## src/regbuf_defines.vh

```
/*
 Constants for the 28-bit 1:2 registered command buffer (register-B pin map).
 Assumes inclusion by bare name from the design files; definitions only.
*/
`ifndef REGBUF_DEFINES_VH
`define REGBUF_DEFINES_VH

// ==================================================
// Widths
`define RB_WORD_W 28
`define RB_DATA_W 22
`define RB_HOLD_W 2

// ==================================================
// Positions of the module-dependent bits in the 28-bit word (bit n-1 is pin n)
`define RB_POS_ODT1 12
`define RB_POS_ODT0 13
`define RB_POS_CS0 14
`define RB_POS_CS1 15
`define RB_POS_CKE0 20
`define RB_POS_CKE1 22

// ==================================================
// Fields of the 22-bit data port as they sit in the word
`define RB_FLD_TOP_HI 21
`define RB_FLD_TOP_LO 17
`define RB_FLD_MID_POS 16
`define RB_FLD_LOW_HI 15
`define RB_FLD_LOW_LO 12
`define RB_FLD_BASE_HI 11

// ==================================================
// Reset values and timing
`define RB_WORD_RST 28'h0000000
`define RB_ERR_IDLE 1'b1
`define RB_ERR_HOLD_CYCLES 2'h2
`define RB_HOLD_ZERO 2'h0
`define RB_HOLD_ONE 2'h1

`endif

```

## src/parity_check.v

```verilog
/*
 Even-parity checker: registers the parity of a data word, combines it with the
 parity bit that arrives one clock later, and reports the result on the next edge.
 Assumes same-clock inputs and the asynchronous active-low reset of its parent.
*/
`timescale 1ns/100ps
`include "regbuf_defines.vh"

module parity_check (
	// Clock and reset
	input wire clk,
	input wire reset_n,
	// Word under check
	input wire [`RB_DATA_W-1:0] data_word,
	input wire word_valid,
	input wire parity_bit,
	// Result, one edge after the parity bit
	output reg check_valid_reg,
	output reg check_error_reg
);

	// ==================================================
	// Stage 1: parity of the data word and its validity
	reg data_parity_reg;
	reg data_valid_reg;

	always @(posedge clk or negedge reset_n) begin
		if (!reset_n) begin
			data_parity_reg <= 1'b0;
			data_valid_reg <= 1'b0;
		end else begin
			data_parity_reg <= ^data_word;
			data_valid_reg <= word_valid;
		end
	end

	// ==================================================
	// Stage 2: late parity bit joins the word's parity
	always @(posedge clk or negedge reset_n) begin
		if (!reset_n) begin
			check_valid_reg <= 1'b0;
			check_error_reg <= 1'b0;
		end else begin
			check_valid_reg <= data_valid_reg;
			check_error_reg <= data_parity_reg ^ parity_bit;
		end
	end

endmodule // parity_check

```

## src/regbuf_b.v

```verilog
/*
 28-bit 1:2 registered address/command buffer, register-B pin map, with even
 parity checking, latched active-low error output and chip-select gated low power.
 Assumes the controller runs on clk, holds reset_n low through power-up until clk
 is stable, and presents each parity bit one clock after its data word.
*/
// Operation
// - All inputs except reset_n are captured on the rising clock edge.
// - Each registered bit drives an A copy and a B copy.
// - Reset clears registers, outputs low, error output held high.
// - During reset inputs are ignored; undriven inputs do not affect outputs.
// - Reset acts asynchronously, independent of clock edges.
// - Entering reset clears registers and drives outputs low at once.
// - After reset release outputs stay low until receivers are enabled.
// - Odd count of ones over data plus parity bit flags an error.
// - Both chip selects and gate enable high enter low-power state.
// - Error output, once low, stays low at least two clocks.
// - Error before low power stays low through it plus two clocks.
// - Error output updates two clocks after its data is registered.
// - Both chip selects high freezes the error output.
// - Gate enable and both chip selects high hold data outputs.
// - Chip selects, clock enables and terminations are excluded from parity.
`timescale 1ns/100ps
`include "regbuf_defines.vh"

module regbuf_b (
	// Clock and reset
	input wire clk,
	input wire reset_n,
	// Gate configuration
	input wire select_gate_enable,
	// DIMM-independent inputs: D1-D12, D17-D20, D22, D24-D28, low bit first
	input wire [`RB_DATA_W-1:0] data_in,
	input wire parity_bit_in,
	// DIMM-dependent inputs
	input wire termination_ctrl_in_0,
	input wire termination_ctrl_in_1,
	input wire chip_select_in_0_n,
	input wire chip_select_in_1_n,
	input wire dram_clk_en_in_0,
	input wire dram_clk_en_in_1,
	// Registered outputs, bit n-1 is output n
	output wire [`RB_WORD_W-1:0] q_a,
	output wire [`RB_WORD_W-1:0] q_b,
	// Named views of the control outputs
	output wire termination_ctrl_out_0a,
	output wire termination_ctrl_out_0b,
	output wire termination_ctrl_out_1a,
	output wire termination_ctrl_out_1b,
	output wire chip_select_out_0a_n,
	output wire chip_select_out_0b_n,
	output wire chip_select_out_1a_n,
	output wire chip_select_out_1b_n,
	output wire dram_clk_en_out_0a,
	output wire dram_clk_en_out_0b,
	output wire dram_clk_en_out_1a,
	output wire dram_clk_en_out_1b,
	// Status
	output wire parity_error_out_n,
	output wire low_power_state
);

	// ==================================================
	// Receiver enable after reset release
	// Inputs other than select_gate_enable read as inactive (chip selects high, the rest low) for the first edge after release, so undriven pins
	// seen while the receivers settle cannot glitch the outputs.
	reg rx_ready_reg;

	always @(posedge clk or negedge reset_n) begin
		if (!reset_n)
			rx_ready_reg <= 1'b0;
		else
			rx_ready_reg <= 1'b1;
	end

	// ==================================================
	// Input qualification and word assembly
	wire [`RB_DATA_W-1:0] data_q;
	wire cs0_q_n;
	wire cs1_q_n;
	wire both_cs_high;
	wire gate_active;
	wire [`RB_WORD_W-1:0] word_in;

	assign data_q = rx_ready_reg ? data_in : {`RB_DATA_W{1'b0}};
	// Chip selects read inactive until the receivers are up
	assign cs0_q_n = rx_ready_reg ? chip_select_in_0_n : 1'b1;
	assign cs1_q_n = rx_ready_reg ? chip_select_in_1_n : 1'b1;
	assign both_cs_high = cs0_q_n & cs1_q_n;
	assign gate_active = select_gate_enable & both_cs_high;

	// Register-B map: controls at pins 13-16, 21 and 23
	assign word_in = {
		data_q[`RB_FLD_TOP_HI:`RB_FLD_TOP_LO],
		rx_ready_reg & dram_clk_en_in_1,
		data_q[`RB_FLD_MID_POS],
		rx_ready_reg & dram_clk_en_in_0,
		data_q[`RB_FLD_LOW_HI:`RB_FLD_LOW_LO],
		cs1_q_n & rx_ready_reg,
		cs0_q_n & rx_ready_reg,
		rx_ready_reg & termination_ctrl_in_0,
		rx_ready_reg & termination_ctrl_in_1,
		data_q[`RB_FLD_BASE_HI:0]
	};

	// Bits that always update, even in low power
	function is_control_bit;
		input integer pos;
		begin
			is_control_bit = (pos == `RB_POS_ODT1) || (pos == `RB_POS_ODT0) ||
				(pos == `RB_POS_CS0) || (pos == `RB_POS_CS1) ||
				(pos == `RB_POS_CKE0) || (pos == `RB_POS_CKE1);
		end
	endfunction

	// ==================================================
	// Output registers, two copies per bit
	// Separate flops per copy keep each output's fan-out on its own driver.
	reg [`RB_WORD_W-1:0] q_a_reg;
	reg [`RB_WORD_W-1:0] q_b_reg;
	reg lpm_reg;

	genvar i;
	generate
		for (i = 0; i < `RB_WORD_W; i = i + 1) begin : g_bit
			wire hold_bit;
			assign hold_bit = gate_active && !is_control_bit(i);
			always @(posedge clk or negedge reset_n) begin
				if (!reset_n) begin
					q_a_reg[i] <= 1'b0;
					q_b_reg[i] <= 1'b0;
				end else if (!hold_bit) begin
					q_a_reg[i] <= word_in[i];
					q_b_reg[i] <= word_in[i];
				end
			end
		end
	endgenerate

	always @(posedge clk or negedge reset_n) begin
		if (!reset_n)
			lpm_reg <= 1'b0;
		else
			lpm_reg <= gate_active;
	end

	assign q_a = q_a_reg;
	assign q_b = q_b_reg;
	assign low_power_state = lpm_reg;

	assign termination_ctrl_out_0a = q_a_reg[`RB_POS_ODT0];
	assign termination_ctrl_out_0b = q_b_reg[`RB_POS_ODT0];
	assign termination_ctrl_out_1a = q_a_reg[`RB_POS_ODT1];
	assign termination_ctrl_out_1b = q_b_reg[`RB_POS_ODT1];
	assign chip_select_out_0a_n = q_a_reg[`RB_POS_CS0];
	assign chip_select_out_0b_n = q_b_reg[`RB_POS_CS0];
	assign chip_select_out_1a_n = q_a_reg[`RB_POS_CS1];
	assign chip_select_out_1b_n = q_b_reg[`RB_POS_CS1];
	assign dram_clk_en_out_0a = q_a_reg[`RB_POS_CKE0];
	assign dram_clk_en_out_0b = q_b_reg[`RB_POS_CKE0];
	assign dram_clk_en_out_1a = q_a_reg[`RB_POS_CKE1];
	assign dram_clk_en_out_1b = q_b_reg[`RB_POS_CKE1];

	// ==================================================
	// Parity pipeline
	// Only DIMM-independent inputs feed the checker; a word counts only when a
	// chip select was low with it.
	wire check_valid;
	wire check_error;
	wire parity_q;

	assign parity_q = rx_ready_reg & parity_bit_in;

	parity_check u_parity (
		.clk(clk),
		.reset_n(reset_n),
		.data_word(data_q),
		.word_valid(~both_cs_high),
		.parity_bit(parity_q),
		.check_valid_reg(check_valid),
		.check_error_reg(check_error)
	);

	// ==================================================
	// Error latch
	// The hold counter freezes with the output while both chip selects are
	// high, which stretches an error taken before low power by its length.
	reg err_n_reg;
	reg err_n_next;
	reg [`RB_HOLD_W-1:0] hold_reg;
	reg [`RB_HOLD_W-1:0] hold_next;

	always @* begin
		err_n_next = err_n_reg;
		hold_next = hold_reg;
		if (both_cs_high) begin
			err_n_next = err_n_reg;
			hold_next = hold_reg;
		end else if (check_valid && check_error) begin
			err_n_next = 1'b0;
			hold_next = `RB_ERR_HOLD_CYCLES - `RB_HOLD_ONE;
		end else if (!err_n_reg) begin
			if (hold_reg != `RB_HOLD_ZERO)
				hold_next = hold_reg - `RB_HOLD_ONE;
			else
				err_n_next = `RB_ERR_IDLE;
		end
	end

	always @(posedge clk or negedge reset_n) begin
		if (!reset_n) begin
			err_n_reg <= `RB_ERR_IDLE;
			hold_reg <= `RB_HOLD_ZERO;
		end else begin
			err_n_reg <= err_n_next;
			hold_reg <= hold_next;
		end
	end

	assign parity_error_out_n = err_n_reg;

endmodule // regbuf_b

```

## config.mk

```make
export PLATFORM = sky130hd
export DESIGN_NAME = regbuf_b
export DESIGN_NICKNAME = d
export VERILOG_FILES = /design/src/parity_check.v /design/src/regbuf_b.v
export VERILOG_INCLUDE_DIRS = /design/src
export SDC_FILE = /design/constraint.sdc
export NUM_CORES = 1
export LEC_CHECK = 0
export BUFFER_PORTS_ARGS = -buffer_cell sky130_fd_sc_hd__buf_2
export CORE_MARGIN = 2
export CORE_UTILIZATION = 44
export DETAILED_ROUTE_END_ITERATION = 6
export PLACE_DENSITY = 0.79
export SYNTH_ARGS = -nofsm -noshare
export SYNTH_HDL_FRONTEND = slang
export SYNTH_SLANG_ARGS = --single-unit
```

## constraint.sdc

```tcl
create_clock -name clk -period 2.03 [get_ports clk]
set_clock_uncertainty 0.2 [all_clocks]
set_input_delay 0.1015 -clock clk [delete_from_list [all_inputs] [get_ports clk]]
set_output_delay 0.1015 -clock clk [all_outputs]
set_load 0.01 [all_outputs]
```

**Word level (Yosys, flattened, before mapping)**

Index checks and enable logic that the tools add are counted.

- Register bits after elaboration: 37
- Bits of input ports: 32
- Bits in latches: 0
- ROM bits: 0
- Word-level logic and storage cells: 63
- Output and inout port bits: 70
- RAM bits: 0
- Memories kept: 0

- Eq/ne operators: 1
- Multiply operators: 0
- Reductions and logical operators: 5
- Bitwise logic cells: 11
- Divide/modulo/power cells: 0
- Muxes and demuxes: 9
- Add/sub/neg operators: 1
- Shift-type cells: 0
- Order comparisons: 0

Operator list:

| cell | number |
|---|---|
| 2-to-1 mux 22 bit | 1 |
| XOR reduction 22 bit | 1 |
| bitwise AND 1 bit | 9 |
| 2-to-1 mux 2 bit | 3 |
| 2-to-1 mux 1 bit | 5 |
| nonzero test 2 bit | 2 |
| AND reduction 3 bit | 1 |
| != test 2 x 1 -> 1 bit (second input constant) | 1 |
| subtractor 2 x 1 -> 2 bit (second input constant) | 1 |
| logical AND 1 bit | 1 |
| inverter 1 bit | 1 |
| bitwise XOR 1 bit | 1 |

**Logic depth before layout (Yosys ltp)**

- Depth in word-level cells: 4
- Gate-level depth with buffers: 6
- Depth with buffers taken out: 5

**By module**

From an unflattened synthesis, not the netlist that was laid out.

- Cell total of the unflattened synthesis: 172
- Area total of the unflattened synthesis: 2,074.5 um2

Modules (own cells, without submodules):

| module | times used | cells an instance | area each (um2) | seq. area each (um2) |
|---|---|---|---|---|
| regbuf_b | 1 | 147 | 1,776.7 | 827.0 |
| parity_check | 1 | 25 | 297.8 | 100.1 |

**Worst setup path before layout**

Ideal clock, no wire load.

- Kind: register to register
- Start: register rx_ready_reg
- End: register q_a_reg[17], in the netlist q_a[17]
- Required time: 1,747 ps
- Data arrival time: 1,288 ps
- Clock period less this slack: 1,570 ps
- Setup slack: 460 ps
- Path buffers: 2
- Cell stages (with the launch flop): 7
- Library setup time: 83 ps
- Cells stage by stage: dfrtp_1 a21boi_2 nor2b_1 clkbuf_1 clkbuf_1 nand2_1 o21ai_0

- Word-level cells in the longest chain between the ends: 3
- Elaborated cells between the ends (all ways): 5
- Those cells by class: 3 x mux; 2 x bitwise

RTL lines:

| element | RTL line | source |
|---|---|---|
| from (decl) | regbuf_b.v:67 | `reg rx_ready_reg;` |
| from (signal assigned) | regbuf_b.v:71 | `rx_ready_reg <= 1'b0;` |
| from (signal assigned) | regbuf_b.v:73 | `rx_ready_reg <= 1'b1;` |
| 2-to-1 mux 1 bit (on tied branches) | regbuf_b.v:87, regbuf_b.v:88 |  |
| bitwise AND 1 bit | regbuf_b.v:89 | `assign both_cs_high = cs0_q_n & cs1_q_n;` |
| bitwise AND 1 bit | regbuf_b.v:90 | `assign gate_active = select_gate_enable & both_cs_high;` |
| to (signal, indexed assignment) | regbuf_b.v:133 | `q_a_reg[i] <= word_in[i];` |
| to (decl) | regbuf_b.v:119 | `` reg [`RB_WORD_W-1:0] q_a_reg; `` |

Several ways; a longest one is shown, not always the timed one.
A chain may end at the register's enable or synchronous reset.

**Worst setup path after layout**

- Start: input data_in[16]
- End: register u_parity.data_parity_reg

- Word-level cells in the longest chain between the ends: 2

RTL lines:

| element | RTL line | source |
|---|---|---|
| from (decl) | regbuf_b.v:33 | `` input wire [`RB_DATA_W-1:0] data_in, `` |
| 2-to-1 mux 22 bit | regbuf_b.v:85 | `` assign data_q = rx_ready_reg ? data_in : {`RB_DATA_W{1'b0}}; `` |
| XOR reduction 22 bit | parity_check.v:32 | `data_parity_reg <= ^data_word;` |
| to (signal assigned) | parity_check.v:32 |  |
| to (decl) | parity_check.v:24 | `reg data_parity_reg;` |

Every way passes these cells.

==> results.py <==
metrics = {
    "status": {
        "status": "complete, no violations",
    },
    "sta": {
        "fin_crit_sh_pct": 93.8,
        "relSlewSlack_pct": 45.4,
        "rsz0062_at_grt": "no",
        "finalHoldViolCount": 0,
        "final.setup.tns_ns": 0,
        "period_needed_ns": 1.90,
        "maxSlewViolCount": 0,
        "fmax_ghz": 0.525,
        "tightest_slew_ns": 0.818,
        "finalSetupViolCount": 0,
    },
    "place": {
        "detailed_place_hpwl_mm": 2.64,
        "io_buffers": 101,
        "place_congestion": 0.732,
    },
    "critical_path": {
        "crit_type": "input port to register",
        "slowest_stage": "dlygate4sd3_1",
        "cp-end-kind": "register",
        "startpoint_type": "input port",
        "path_max_fanout": 2,
        "cp_cell_sequence": "dlygate4sd3_1 -> buf_2 -> xor2_1 -> xnor2_1 -> xnor2_1 -> xnor3_1 -> and2_1",
        "cp_slowest_stage_delay_ns": 0.54,
        "crit_start": "data_in[16]",
        "arrival_ns": 1.88,
        "cp.required_ns": 2.01,
        "critical_path.most_common_cell": "xnor2_1",
        "rr_startpoint": "rx_ready_reg",
    },
    "pwr": {
        "clock_power_share_pct": 27.7,
        "irDropWorstVdd_mv": 0.472,
        "p_sw_w": 0.000570,
        "cellPowerDensity_nw_per_um2": 784,
        "switching_share_pct": 28.6,
        "p_seq_share_pct": 44.8,
        "power_frac_comb_pct": 27.5,
        "p_leak_nw": 1.35,
        "p_int_w": 0.00142,
    },
    "floorplanning": {
        "die_h_um": 69.3,
        "die_x_um": 69.3,
        "initial_utilization_pct": 46.2,
        "num_rows": 23,
        "dieArea_um2": 4800,
        "core_um2": 4060,
        "ios": 102,
    },
    "cts": {
        "clk_pin_slew_ns": 0.07,
        "htreeDepth": 2,
        "clockBufferDepth": 2,
        "cts_tree": "done",
        "cts_setup_buffers": 0,
        "numClockSinks": 37,
        "worstSkewPairLatency_ns": 0.28,
        "cts_root_buffer": "clkbuf_8",
        "cts_buffers": 5,
    },
    "synth": {
        "syn-num-nets": 229,
        "yosysSeqAreaShare_pct": 49.4,
        "synth_cells": 196,
        "synth_edf_count": 0,
        "yosys-top-cells-area": "dfrtp_1, buf_4, nand2_1",
        "netlist_area_um2": 1880,
        "synth_top_area_share_pct": 48.0,
        "avgSynthCellArea_um2": 9.57,
        "synth.distinct_cells": 19,
        "ys.flop_type": "dfrtp_1",
        "synthMostInstantiatedCell": "nand2_1",
        "synth_common_cells": "nand2_1, buf_4, dfrtp_1",
        "async_flop_share_pct": 100,
        "yosys_warnings": 0,
        "synth_area_leader_cell": "dfrtp_1",
        "ys_ff_latch": 37,
    },
    "drt": {
        "drt_iter0_markers": 47,
        "first_pass_iters": 4,
        "viasPerCell": 4.52,
        "post-route-drc-count": 0,
        "ant_nets": 0,
        "wl_mm": 4.08,
        "via_count": 1536,
        "wl_per_cell_um": 12.0,
    },
    "finish": {
        "post-route-util_pct": 62.7,
        "layout-drive-gt1-share_pct": 39.7,
        "largest_reg_flops": 16,
        "seq_area_um2": 927,
        "finalNetCount": 322,
        "fillers": 348,
        "diodes": 0,
        "area.growth.synth_to_final_pct": 35.6,
        "multi_input_area_um2": 609,
    },
    "worst_hold_path": {
        "hp-start": "u_parity.data_valid_reg",
        "hold_class": "register to register",
    },
    "grt": {
        "antenna_found_initial": 0,
        "grt_pass1_wl_mm": 7.04,
        "grt_usage_pct": 18.5,
        "grt_max_degree": 46,
        "grt.overflow.total": 0,
        "grt_pass1_vias": 1521,
    },
    "job": {
        "max-cap-violations": 0,
    },
}
final cells by class:
type	instances	area share, %
multi-input combinational	108	24.0
sequential	37	36.5
clock buffer	7	3.79
tap	50	2.46
inverter	3	0.443
clock inverter	1	0.197
timing repair buffer	134	32.7
repair_timing:
action                                 in CTS  in global routing
hold buffers                               31                  0
endpoints found under the hold margin      67                  0
resized for setup                           0                  0
per-stage QoR:
| stage | setup slack (ns) | cell area [um^2] | instances | power, W | hold slack [ns] |
|---|---|---|---|---|---|
| 6_report | 0.125 | 2540 | 340 | 0.00199 | 0.160 |
| 4_1_cts | 0.111 | 2540 | 340 | 0.00202 | 0.165 |
| 3_5_place_dp | 0.366 | 2130 | 301 | 0.00141 | 0.0372 |
| 5_1_grt | 0.0223 | 2540 | 340 | 0.00212 | 0.177 |
| 2_1_floorplan | 0.460 | 1880 | 196 | 0.00128 | -0.394 |
| 3_3_place_gp | 0.348 | 2130 | 301 | 0.00139 | 0.0333 |
routing by layer:
metal  track usage, %  share of wire, %  vias up
met3             5.52               6.9        9
met5                0                 0        -
met4             6.10               1.7        0
li1                 -                 -      758
met2             32.2                50       72
met1             21.7                41      697
critical path, delay by kind of cell:
family,cells,cell delay [ns]
buffers and inverters,2,0.68
xor gates and xnor gates,4,0.95
and+or+nand+nor,1,0.16
logic make-up (layout without fill, tap and decap cells):
kind of cell | count (synthesis) | after routing | synth area share [%]
AND/OR/NAND/NOR | 55 | 55 | 12.3
buffers and inverters | 51 | 145 | 18.2
flip-flops | 37 | 37 | 49.4
AO/OA/AOI/OAI | 30 | 30 | 8.67
XOR/XNOR | 21 | 21 | 10.5
adder cells (fa/ha/maj) | 1 | 1 | 0.667
other | 1 | 1 | 0.200
cell usage in the layout (no fill, tap or decap), types with 2 or more instances in the layout:
cell           count
and2_1             7
inv_1              3
o21ai_0           23
a21oi_1            3
xor2_1             2
dlygate4sd3_1     31
a31oi_1            2
nand2_1           46
xnor2_1           18
clkbuf_8           7
buf_4              2
dfrtp_1           36
buf_2            101
path summary, 6_finish.rpt:
check / cells past startpoint / end / slack, ns
worst max-delay path: 7 / u_parity.data_parity_reg / 0.13
worst min-delay path: 0 / u_parity.check_valid_reg / 0.16
worst max register to register: 4 / q_b[9] / 0.47
worst min register to register: 0 / u_parity.check_valid_reg / 0.16
max in group asynchronous: 2 / q_b[1] / 0.86
min in group asynchronous: 2 / q_b[21] / 0.25
power by group through the flow:
stage          Combinational, W  Clock, W  Sequential [W]
3_3_place_gp           0.000488         0        0.000903
3_5_place_dp           0.000505         0        0.000905
4_1_cts                0.000552  0.000575        0.000893
5_1_grt                0.000612  0.000599        0.000907
2_1_floorplan          0.000349         0        0.000926
6_report               0.000548  0.000552        0.000894
(Power assumes the default switching activity.)
